[src/inc/pin_function_regs.svh]
`ifndef PIN_FUNCTION_REGS_SVH
`define PIN_FUNCTION_REGS_SVH

// ---------------------------------------------------------------
// Timing
// ---------------------------------------------------------------
`define CLOCK_PERIOD_PS 20000
`define LP_ENTRY_TIME_NS 800
`define LP_EXIT_TIME_US 200
`define LP_ENTRY_CYCLES ((`LP_ENTRY_TIME_NS * 1000 + \
  `CLOCK_PERIOD_PS - 1) / `CLOCK_PERIOD_PS)
`define LP_EXIT_CYCLES ((`LP_EXIT_TIME_US * 1000000) / `CLOCK_PERIOD_PS)
`define LP_COUNT_WIDTH 14

`endif

[src/inc/pin_function_pkg.sv]
package pin_function_pkg;
  // Low-power sequencing states, Gray coded along the path
  typedef enum logic [1:0] {
    PWR_ON = 2'b00,
    PWR_ENTERING = 2'b01,
    PWR_OFF = 2'b11,
    PWR_WAKING = 2'b10
  } power_state_t;
endpackage

[src/rtl/low_power_pin_select.sv]
`timescale 1ns/1ps
`default_nettype none
`include "pin_function_regs.svh"

// Overview of operation
// - High request pin starts low power entry
// - Low power: pads tristate, inputs, core off
// - Entry completes 800 ns after request rises
// - Normal operation resumes 200 us after fall
// - Function select chooses diagnostic or user
// - Two probes show two chosen internal nodes
// - Probes act as user pins when select low
// - Probe disable fuse is latched, re-enabled only by reset
// - Serial input diagnostic only when select high
// - Serial output diagnostic when select high or checksum runs
// - Checksum run forces serial output active
// - Quadrant clocks are user pins unless used
module low_power_pin_select #(
  parameter int NODE_COUNT = 16,
  parameter int SEL_WIDTH = 4,
  parameter int EXIT_CYCLES = `LP_EXIT_CYCLES
) (
  input wire logic clock,
  input wire logic reset_n,
  input wire logic low_power_request,
  input wire logic function_select,
  input wire logic probe_disable_fuse,
  input wire logic checksum_active,
  input wire logic [NODE_COUNT-1:0] internal_nodes,
  input wire logic [SEL_WIDTH-1:0] probe_sel_a,
  input wire logic [SEL_WIDTH-1:0] probe_sel_b,
  input wire logic user_a_out,
  input wire logic user_a_oe,
  input wire logic user_b_out,
  input wire logic user_b_oe,
  input wire logic user_sdo_out,
  input wire logic user_sdo_oe,
  input wire logic diag_sdo_data,
  input wire logic [3:0] quadrant_clock_used,
  input wire logic [3:0] quadrant_clock_in,
  input wire logic diag_serial_in,
  output logic probe_out_a,
  output logic probe_out_a_oe,
  output logic probe_out_b,
  output logic probe_out_b_oe,
  output logic diag_serial_out,
  output logic diag_serial_out_oe,
  output logic diag_data_in,
  output logic user_sdi_in,
  output logic [3:0] quadrant_user_in,
  output logic [3:0] quadrant_clock_ctrl,
  output logic core_enable,
  output logic input_buffers_on,
  output logic low_power_active,
  output logic probe_locked
);
  import pin_function_pkg::*;

  // ---------------------------------------------------------------
  // Pin synchronisers
  // ---------------------------------------------------------------
  logic [2:0] lp_sync_reg;
  logic [2:0] mode_sync_reg;
  logic lp_level_reg;
  logic mode_level_reg;

  always_ff @(posedge clock or negedge reset_n) begin
    if (!reset_n) begin
      lp_sync_reg <= 3'h0;
      mode_sync_reg <= 3'h0;
      lp_level_reg <= 1'b0;
      mode_level_reg <= 1'b0;
    end else begin
      lp_sync_reg <= {lp_sync_reg[1:0], low_power_request};
      mode_sync_reg <= {mode_sync_reg[1:0], function_select};
      if (lp_sync_reg[1] == lp_sync_reg[2])
        lp_level_reg <= lp_sync_reg[2];
      if (mode_sync_reg[1] == mode_sync_reg[2])
        mode_level_reg <= mode_sync_reg[2];
    end
  end

  // ---------------------------------------------------------------
  // Low power sequencer
  // ---------------------------------------------------------------
  localparam logic [`LP_COUNT_WIDTH-1:0] ENTRY_LAST =
    `LP_COUNT_WIDTH'(`LP_ENTRY_CYCLES - 1);
  localparam logic [`LP_COUNT_WIDTH-1:0] EXIT_LAST =
    `LP_COUNT_WIDTH'(EXIT_CYCLES - 1);

  power_state_t state_reg;
  power_state_t state_next;
  logic [`LP_COUNT_WIDTH-1:0] count_reg;
  logic [`LP_COUNT_WIDTH-1:0] count_next;
  wire entry_done = (count_reg == ENTRY_LAST);
  wire exit_done = (count_reg == EXIT_LAST);

  always_comb begin
    state_next = state_reg;
    count_next = count_reg + `LP_COUNT_WIDTH'(1);
    unique case (state_reg)
      PWR_ON: begin
        count_next = '0;
        if (lp_level_reg)
          state_next = PWR_ENTERING;
      end
      PWR_ENTERING: begin
        if (!lp_level_reg) begin
          state_next = PWR_ON;
          count_next = '0;
        end else if (entry_done) begin
          state_next = PWR_OFF;
          count_next = '0;
        end
      end
      PWR_OFF: begin
        count_next = '0;
        if (!lp_level_reg)
          state_next = PWR_WAKING;
      end
      PWR_WAKING: begin
        if (lp_level_reg) begin
          state_next = PWR_OFF;
          count_next = '0;
        end else if (exit_done) begin
          state_next = PWR_ON;
          count_next = '0;
        end
      end
    endcase
  end

  always_ff @(posedge clock or negedge reset_n) begin
    if (!reset_n) begin
      state_reg <= PWR_ON;
      count_reg <= '0;
    end else begin
      state_reg <= state_next;
      count_reg <= count_next;
    end
  end

  // ---------------------------------------------------------------
  // Check spans, kept apart from the sequencer count
  // ---------------------------------------------------------------
  localparam logic [`LP_COUNT_WIDTH-1:0] ENTRY_COUNT =
    `LP_COUNT_WIDTH'(`LP_ENTRY_CYCLES);
  localparam logic [`LP_COUNT_WIDTH-1:0] EXIT_COUNT =
    `LP_COUNT_WIDTH'(EXIT_CYCLES);

  logic [`LP_COUNT_WIDTH-1:0] entry_span_reg;
  logic [`LP_COUNT_WIDTH-1:0] wake_span_reg;
  wire [`LP_COUNT_WIDTH-1:0] entry_span_next = (state_reg == PWR_ENTERING) ?
    entry_span_reg + `LP_COUNT_WIDTH'(1) : '0;
  wire [`LP_COUNT_WIDTH-1:0] wake_span_next = (state_reg == PWR_WAKING) ?
    wake_span_reg + `LP_COUNT_WIDTH'(1) : '0;

  always_ff @(posedge clock or negedge reset_n) begin
    if (!reset_n) begin
      entry_span_reg <= '0;
      wake_span_reg <= '0;
    end else begin
      entry_span_reg <= entry_span_next;
      wake_span_reg <= wake_span_next;
    end
  end

  // ---------------------------------------------------------------
  // Pin function selection
  // ---------------------------------------------------------------
  logic locked_reg;
  wire asleep_next = (state_next == PWR_OFF) || (state_next == PWR_WAKING);
  wire locked_next = locked_reg | probe_disable_fuse;
  wire diag_mode = mode_level_reg;
  wire probe_on = diag_mode && !locked_next;
  wire node_a = internal_nodes[probe_sel_a];
  wire node_b = internal_nodes[probe_sel_b];
  wire sdo_diag = diag_mode || checksum_active;
  wire a_val = probe_on ? node_a : user_a_out;
  wire a_en = probe_on ? 1'b1 : user_a_oe;
  wire b_val = probe_on ? node_b : user_b_out;
  wire b_en = probe_on ? 1'b1 : user_b_oe;
  wire sdo_val = sdo_diag ? diag_sdo_data : user_sdo_out;
  wire sdo_en = sdo_diag ? 1'b1 : user_sdo_oe;

  always_ff @(posedge clock or negedge reset_n) begin
    if (!reset_n) begin
      locked_reg <= 1'b0;
      probe_out_a <= 1'b0;
      probe_out_a_oe <= 1'b0;
      probe_out_b <= 1'b0;
      probe_out_b_oe <= 1'b0;
      diag_serial_out <= 1'b0;
      diag_serial_out_oe <= 1'b0;
      diag_data_in <= 1'b0;
      user_sdi_in <= 1'b0;
      quadrant_user_in <= 4'h0;
      quadrant_clock_ctrl <= 4'h0;
      core_enable <= 1'b1;
      input_buffers_on <= 1'b1;
      low_power_active <= 1'b0;
    end else begin
      locked_reg <= locked_next;
      probe_out_a <= a_val;
      probe_out_a_oe <= a_en && !asleep_next;
      probe_out_b <= b_val;
      probe_out_b_oe <= b_en && !asleep_next;
      diag_serial_out <= sdo_val;
      diag_serial_out_oe <= sdo_en && !asleep_next;
      diag_data_in <= diag_mode && !asleep_next && diag_serial_in;
      user_sdi_in <= !diag_mode && !asleep_next && diag_serial_in;
      quadrant_user_in <= asleep_next ? 4'h0 :
        (quadrant_clock_in & ~quadrant_clock_used);
      quadrant_clock_ctrl <= asleep_next ? 4'h0 :
        (quadrant_clock_in & quadrant_clock_used);
      core_enable <= !asleep_next;
      input_buffers_on <= !asleep_next;
      low_power_active <= asleep_next;
    end
  end

  assign probe_locked = locked_reg;

  // ---------------------------------------------------------------
  // Checks
  // ---------------------------------------------------------------
  entry_delay_a: assert property (@(posedge clock) disable iff (!reset_n)
    (state_reg == PWR_OFF && $past(state_reg) == PWR_ENTERING) |->
    entry_span_reg == ENTRY_COUNT)
    else $error("low power entry not on time");
  pads_off_a: assert property (@(posedge clock) disable iff (!reset_n)
    low_power_active |-> !probe_out_a_oe && !probe_out_b_oe &&
    !diag_serial_out_oe && !core_enable && !input_buffers_on)
    else $error("pad or core live in low power");
  lock_sticky_a: assert property (@(posedge clock) disable iff (!reset_n)
    locked_reg |=> locked_reg && !(probe_out_a_oe && !user_a_oe &&
    $past(mode_level_reg) && !$past(user_a_oe)))
    else $error("probe lock released");
  probe_user_a: assert property (@(posedge clock) disable iff (!reset_n)
    (!mode_level_reg && !asleep_next) |=>
    probe_out_a == $past(user_a_out) && probe_out_a_oe == $past(user_a_oe))
    else $error("probe pin not user when select low");
  probe_node_a: assert property (@(posedge clock) disable iff (!reset_n)
    (probe_on && !asleep_next) |=>
    probe_out_b == $past(node_b) && probe_out_b_oe)
    else $error("probe b does not follow node");
  checksum_drive_a: assert property (@(posedge clock) disable iff (!reset_n)
    (checksum_active && !asleep_next) |=> diag_serial_out_oe)
    else $error("serial out not driven in checksum");
  sdi_route_a: assert property (@(posedge clock) disable iff (!reset_n)
    !mode_level_reg |=> !diag_data_in)
    else $error("serial input routed while user");
  wake_hold_a: assert property (@(posedge clock) disable iff (!reset_n)
    (state_reg == PWR_ON && $past(state_reg) == PWR_WAKING) |->
    wake_span_reg == EXIT_COUNT && !low_power_active)
    else $error("woke before delay");
endmodule
`default_nettype wire

[config.mk]
export PLATFORM = sky130hd
export DESIGN_NAME = low_power_pin_select
export DESIGN_NICKNAME = d
export VERILOG_FILES = /design/src/inc/pin_function_pkg.sv /design/src/rtl/low_power_pin_select.sv
export VERILOG_INCLUDE_DIRS = /design/src /design/src/inc
export SDC_FILE = /design/constraint.sdc
export NUM_CORES = 1
export LEC_CHECK = 0
export BUFFER_PORTS_ARGS = -buffer_cell sky130_fd_sc_hd__buf_2
export CAP_MARGIN = 5
export CORE_MARGIN = 1
export CORE_UTILIZATION = 50
export DETAILED_ROUTE_END_ITERATION = 10
export PLACE_DENSITY_LB_ADDON = 0.08
export SLEW_MARGIN = 20
export SYNTH_ARGS = -nofsm -noshare
export SYNTH_HDL_FRONTEND = slang
export SYNTH_SLANG_ARGS = --single-unit
export TNS_END_PERCENT = 30
[constraint.sdc]
create_clock -name clock -period 1.95 [get_ports clock]
set_input_delay 0.0975 -clock clock [delete_from_list [all_inputs] [get_ports clock]]
set_output_delay 0.0975 -clock clock [all_outputs]
set_load 0.05 [all_outputs]
==> impl_results.md, run 1 <==
* Most frequent cells in the layout: buf_2, dfrtp_1, nor2_1
* Register Area at roughly 0.0011 sq mm
* Synth Flop Type: dfrtp_1
* Power Dens Cells at 693 mW/mm^2
* Footprint of the multi-input gates at around 900 sq um
* Nets at 300
* Final Instance Count excl. Fillers at roughly 300
* Starting density of the core at between 50% and 60%
* Later-pin clock latency in the skew report at approximately 0.29 ns
* Post-synthesis async set-or-reset flop share at 100%
* R2R setup slack at ~0.14 ns
* Min-delay worst type: in -> reg
* Slowest-stage cell, CP: o41a_4
* Total gr overflow at 0
* Post-Route WL at approximately 4.2 mm
* Clock transition at path regs at around 0.090 ns
* Total power at roughly 1.8 mW
* Reg2Reg Depth at 5
* CP cell instances: ha_1 -> and3_2 -> nand3_2 -> o41a_4 -> or2_2
* Post-Place Setup Slack at 0.0911 ns
* Post-DRT Antenna Nets at 0
* Initial antenna violation count at 0
* Root buffer cell: clkbuf_8
* Reg2reg end: low_power_active$_DFF_PN0_
* Post-DP HPWL at about 3.2 mm
* Max_cap viols at 0
* Crit path launch: count_reg[0]$_DFF_PN0_
* Maximum fanout along the worst path at 16
* EDFF count, synth at 0
* Ports at 66
* Antenna Cells at 0
* Worst clock skew at approximately 0.0093 ns
* H-tree depth at 2
* Hold Path Sink: probe_locked$_DFF_PN0_
* Fin crit period at 1.81 ns
* CTS Buffer Depth at 2
* First-pass DRT Iterations at 5
* Cell Area, Placed at between 0.002 and 0.0025 sq mm
* Setup Crit Path Kind: reg -> reg
* Share of cells above drive strength 1 at ~38%
* Clk sink count at 43
* Die X at 65.8 um
* Worst Tran Pin Value at ~0.37 ns
* Max reg flops at 14
* Worst setup margin at ~0.14 ns
* Final instance area at approximately 0.0026 sq mm
* Syn Std Cell Area at a little over 0.002 sq mm
* Die height at between 60 and 70 um
* Slew Viols, Final at 0
* Post-synth cell types at 44
* FILL cells at roughly 300
* Pin count of the biggest net entering global routing at 31
* DR WL/cell at about 14 um
* Syn_area_per_cell at 11.5 sq um
* Synthesized instance count at ~180
* WP data arrival at roughly 2.0 ns
* Status: finished clean
* Post-synthesis sequential element count at 43
* Fin Setup TNS at 0 ns
* RSZ-0062 raised after global routing: no
* Routability-driven placement congestion ratio at just under 0.9
* Worst path max stage delay at roughly 0.47 ns
* Maximum vdd drop at 424 uV
* GRT Util Overall at 21.7%
* Core Util, Final at roughly 68%
* Core Area at 0.00377 sq mm
* DRC at 0
* Tcrit/Tclk final at just over 90%
* Synth Warn # at 0
* CTS tree: yes
* Slew margin rel. at between 70% and 80%
* Startpoint type of the worst setup path: flop
* Fmax at approximately 550 MHz
* Worst hold stages at 2
* Synthesis-to-layout area growth at 26.3%
* Row Count at 22
* Port bufs at between 60 and 70
* Worst r2r src: count_reg[0]$_DFF_PN0_
* Global-route wire length before repair at ~7 mm
* Final hold viol count at 0
* Syn Nets at around 220
* Placed cell count at roughly 290
* Worst hold slack at ~0.015 ns
* Total via count in the routed design at ~1700
* Setup crit end kind: flop
* Die area at approximately 0.0043 sq mm
* Seq/Total Area, Yosys at between 50% and 60%
* Required time of the critical path at approximately 2.1 ns
* Vias in the first global route at roughly 1600
* First DRT Iteration DRCs at 106
* Setup-failing EPs final at 0
* Commonest non-fill, non-tap cell in the layout: buf_2
* Pleak at about 1.2 nW
* Hold Crit Start: probe_disable_fuse
* Via density at roughly 5.5
* Total CTS buffers at 5
## worst max-delay path by stage
stage / endpoint / depth (start not counted) / slack [ns]
6_report: low_power_active$_DFF_PN0_ / 5 / 0.14
4_1_cts: quadrant_user_in[3]$_DFF_PN0_ / 5 / 0.08
3_5_place_dp: quadrant_user_in[3]$_DFF_PN0_ / 5 / 0.09
2_1_floorplan: quadrant_user_in[2]$_DFF_PN0_ / 6 / 0.28
3_3_place_gp: low_power_active$_DFF_PN0_ / 5 / 0.19
5_1_grt: quadrant_user_in[1]$_DFF_PN0_ / 5 / 0.04
## synth_stat cells (all sizes together) (2+ instances only)
cell type,n,area (sq um)
and3,4,27.5
maj3,2,20.0
xor2,4,35.0
mux2i,8,80.1
nor2b,2,12.5
clkbuf,2,17.5
o21ai,3,15.0
inv,2,7.51
nor3,12,70.1
nand4,4,25.0
xnor2,7,61.3
nor4,2,12.5
a2bb2oi,2,17.5
dfrtp,42,1050
a31oi,4,25.0
or2,3,18.8
nand3,10,55.1
nor4b,5,58.8
nand2,10,37.5
buf,6,38.8
a21oi,12,60.1
nor2,14,52.6
mux4,4,90.1
## timing repair
item / CTS / global route
setup endpoints to repair: 0 / 1
setup buffers: 0 / 0
endpoints found under the hold margin: 19 / 0
hold buffers: 7 / 0
gates resized for setup: 0 / 1
## report_power, final
group / internal, mW / leakage [nW] / switching (mW)
combinational: 0.108 / 0.614 / 0.162
sequential: 0.925 / 0.544 / 0.0186
clock: 0.256 / 0.0408 / 0.310
## layer usage
metal / vias up / GRT usage, % / share of wire (%)
met4: 0 / 5.98 / 0.36
met3: 2 / 5.00 / 4.6
li1: 801 / - / -
met1: 800 / 26.1 / 41
met5: - / 0 / 0
met2: 61 / 38.5 / 54
## final cells by class
type                    instances  share of cell area (%)
clock buffers                   5                    2.68
clock inverters                 3                   0.925
flip-flops and latches         43                    41.9
well taps                      48                    2.34
inverters                       2                   0.292
multi-input cells             124                    35.0
repair buffers                 77                    16.8
## kinds of logic after synthesis
| logic type | Yosys count | share of synthesized area [%] |
|---|---|---|
| simple gates | 71 | 20.4 |
| buf+inv | 10 | 3.14 |
| fa+ha+maj | 3 | 1.60 |
| compound gates | 26 | 8.30 |
| flops | 43 | 53.0 |
| mux | 13 | 8.92 |
| xor+xnor | 11 | 4.74 |
## worst max-delay path, delay by kind of cell, from the launching register on
family,cells,cell delay [ns]
and+or+nand+nor,3,0.64
adders and majority gates,1,0.22
DFF,1,0.38
AOI/OAI and AO/OA,1,0.47
No activity file was read; power rests on OpenSTA's default activity.
==> run 2, diff against run 1 <==
--- a/config.mk
+++ b/config.mk
@@ -12,6 +12,7 @@
 export CORE_UTILIZATION = 50
 export DETAILED_ROUTE_END_ITERATION = 10
 export PLACE_DENSITY_LB_ADDON = 0.08
+export SKIP_LAST_GASP = 1
 export SLEW_MARGIN = 20
 export SYNTH_ARGS = -nofsm -noshare
 export SYNTH_HDL_FRONTEND = slang
==> constraint.sdc (replaced) <==
create_clock -name clock -period 1.95 [get_ports clock]
set_input_delay 0.2925 -clock clock [delete_from_list [all_inputs] [get_ports clock]]
set_output_delay 0.2925 -clock clock [all_outputs]
set_load 0.05 [all_outputs]
==> run 2 against run 1 <==
Compared with the run above:
- count of clock-buffer cells in the layout grew 1
- routed wire length shrank 1.9%
- critical endpoint is now quadrant_user_in[1]$_DFF_PN0_
- sequential share of layout area grew 0.12 points
- setup slack lost 0.0067 ns
- critical path type unchanged
==> impl_results.md, run 2 (synthesis results as in run 1) <==
* Pleak at 1.20 nW (about the same)
* Starting density of the core at 53.9% (unchanged)
* Final Instance Count excl. Fillers at 296 (was 302)
* Worst clock skew at 0.0112 ns (was 0.00933 ns)
* Placed cell count at 287 (unchanged)
* Root buffer cell: clkbuf_8 (unchanged)
* Required time of the critical path at 2.14 ns (was 2.13 ns)
* Post-CTS Setup Inserts at 0 (unchanged)
* Fmax at 550 MHz (was 552 MHz)
* Fin Setup TNS at 0 ns (unchanged)
* Post-DP HPWL at 3.07 mm (was 3.24 mm)
* Final instance area at 0.00256 sq mm (was 0.00257 sq mm)
* WP data arrival at 2.01 ns (was 1.99 ns)
* Total via count in the routed design at 1658 (was 1664)
* Max_cap viols at 0 (unchanged)
* Worst Tran Pin Value at 0.403 ns (was 0.365 ns)
* DR WL/cell at 14.0 um (about the same)
* Slowest-stage cell, CP: o41a_4 (unchanged)
* Die height at 65.8 um (unchanged)
* Clock transition at path regs at 0.08 ns (was 0.09 ns)
* Power Dens Cells at 784 mW/mm^2 (was 693 mW/mm^2)
* Total CTS buffers at 5 (unchanged)
* RSZ-0062 raised after global routing: no (unchanged)
* Family with the most delay on the worst path: simple AND/OR/NAND/NOR gates (unchanged)
* Fin crit period at 1.82 ns (was 1.81 ns)
* First DRT Iteration DRCs at 158 (was 106)
* Status: finished clean (unchanged)
* Final hold viol count at 0 (unchanged)
* Slew Viols, Final at 0 (unchanged)
* Nets at 294 (was 300)
* Die area at 0.00433 sq mm (unchanged)
* Row Count at 22 (unchanged)
* Total power at 2.01 mW (was 1.78 mW)
* Share of cells above drive strength 1 at 38.3% (was 37.8%)
* CTS Buffer Depth at 2 (unchanged)
* Clk sink count at 43 (unchanged)
* Startpoint type of the worst setup path: flop (unchanged)
* Total gr overflow at 0 (unchanged)
* Via density at 5.60 (was 5.51)
* Max reg flops at 14 (unchanged)
* Slew margin rel. at 72.9% (was 75.7%)
* Port bufs at 65 (unchanged)
* Routability-driven placement congestion ratio at 0.884 (was 0.873)
* Vias in the first global route at 1570 (was 1596)
* Maximum vdd drop at 475 uV (was 424 uV)
* Tcrit/Tclk final at 93.3% (was 93.0%)
* CP cell instances: ha_1 -> and3_2 -> nand3_2 -> o41a_4 -> nor4b_2 (was ha_1 -> and3_2 -> nand3_2 -> o41a_4 -> or2_2)
* Later-pin clock latency in the skew report at 0.30 ns (was 0.29 ns)
* GRT Util Overall at 20.9% (was 21.7%)
* Ports at 66 (unchanged)
* Post-Route WL at 4.14 mm (was 4.22 mm)
* Die X at 65.8 um (unchanged)
* Post-DRT Antenna Nets at 0 (unchanged)
* Initial antenna violation count at 0 (unchanged)
* Synthesis-to-layout area growth at 26.0% (was 26.3%)
* Most frequent cells in the layout: buf_2, dfrtp_1, nor2_1 (unchanged)
* DRC at 0 (unchanged)
* Global-route wire length before repair at 6.76 mm (was 7.00 mm)
* Maximum fanout along the worst path at 16 (unchanged)
* Setup-failing EPs final at 0 (unchanged)
* H-tree depth at 2 (unchanged)
* CP bufs+invs at 0 (unchanged)
* Setup crit end kind: flop (unchanged)
* Cell Area, Placed at 0.00241 sq mm (was 0.00240 sq mm)
* Antenna Cells at 0 (unchanged)
* Setup Crit Path Kind: reg -> reg (unchanged)
* Pin count of the biggest net entering global routing at 44 (was 31)
* First-pass DRT Iterations at 4 (was 5)
* Core Area at 0.00377 sq mm (unchanged)
* Commonest non-fill, non-tap cell in the layout: buf_2 (unchanged)
* Min-delay worst type: in -> reg (unchanged)
* CTS tree: yes (unchanged)
* Worst path max stage delay at 0.46 ns (was 0.47 ns)
run 2: cell types whose count changed in the layout (fill, tap and decap cells not counted):
| cell | previous run | this run |
|---|---|---|
| buf_12 | 0 | 1 |
| bufinv_16 | 0 | 2 |
| dlygate4sd3_1 | 7 | 1 |
| clkbuf_1 | 0 | 1 |
| inv_6 | 1 | 0 |
| clkinvlp_4 | 2 | 0 |
| buf_4 | 5 | 4 |
run 2: routing by layer:
metal	track usage (%)	part of all wire [%]
met2	34.1	51
met5	0	0
met3	4.66	5.0
met4	6.79	1.9
met1	27.4	43
run 2: repair_timing:
item                                    in CTS  in global routing
hold buffers                                 1                  0
gates resized for setup                      0                  1
hold endpoints to repair                    42                  0
endpoints found under the setup margin       0                  1
run 2: layout make-up:
cell class	instances	area, sq um
Clock buffer	6	72.6
Tap cell	48	60.1
Timing Repair Buffer	71	385
Multi-Input combinational cell	124	900
Fill cell	285	1210
Sequential cell	43	1080
Clock inverter	2	60.1
Inverter	2	7.51
run 2: report_power, final:
group	leakage, nW	total, mW	internal, mW	switching [mW]
Clock	0.0654	0.801	0.512	0.290
Sequential	0.544	0.944	0.926	0.0182
Combinational	0.593	0.264	0.103	0.161
Total	1.20	2.01	1.54	0.469
run 2: final timing paths:
path	start	end	slack, ns	depth (start not counted)
max	count_reg[0]$_DFF_PN0_	quadrant_user_in[1]$_DFF_PN0_	0.13	5
min	low_power_request	lp_sync_reg[0]$_DFF_PN0_	0.11	1
max reg2reg	count_reg[0]$_DFF_PN0_	quadrant_user_in[1]$_DFF_PN0_	0.13	5
min reg2reg	mode_sync_reg[0]$_DFF_PN0_	mode_sync_reg[1]$_DFF_PN0_	0.34	0
max in group asynchronous	reset_n	input_buffers_on$_DFF_PN1_	1.19	3
min in group asynchronous	reset_n	count_reg[2]$_DFF_PN0_	0.49	3
run 2: worst register-to-register path: stages, from the launching register on:
cell     delay [ns]
dfrtp_1        0.37
ha_1           0.22
and3_2         0.24
nand3_2        0.09
o41a_4         0.46
nor4b_2        0.33
run 2: per-stage QoR:
stage | utilization, % | worst slack, ns | hold slack [ns]
3_5_place_dp | 64.0 | 0.145 | 0.278
2_1_floorplan | - | 0.276 | -0.00309
6_report | 67.9 | 0.131 | 0.107
3_3_place_gp | 64.0 | 0.197 | 0.279
5_1_grt | 67.9 | 0.0120 | 0.104
4_1_cts | 67.8 | 0.140 | 0.0950
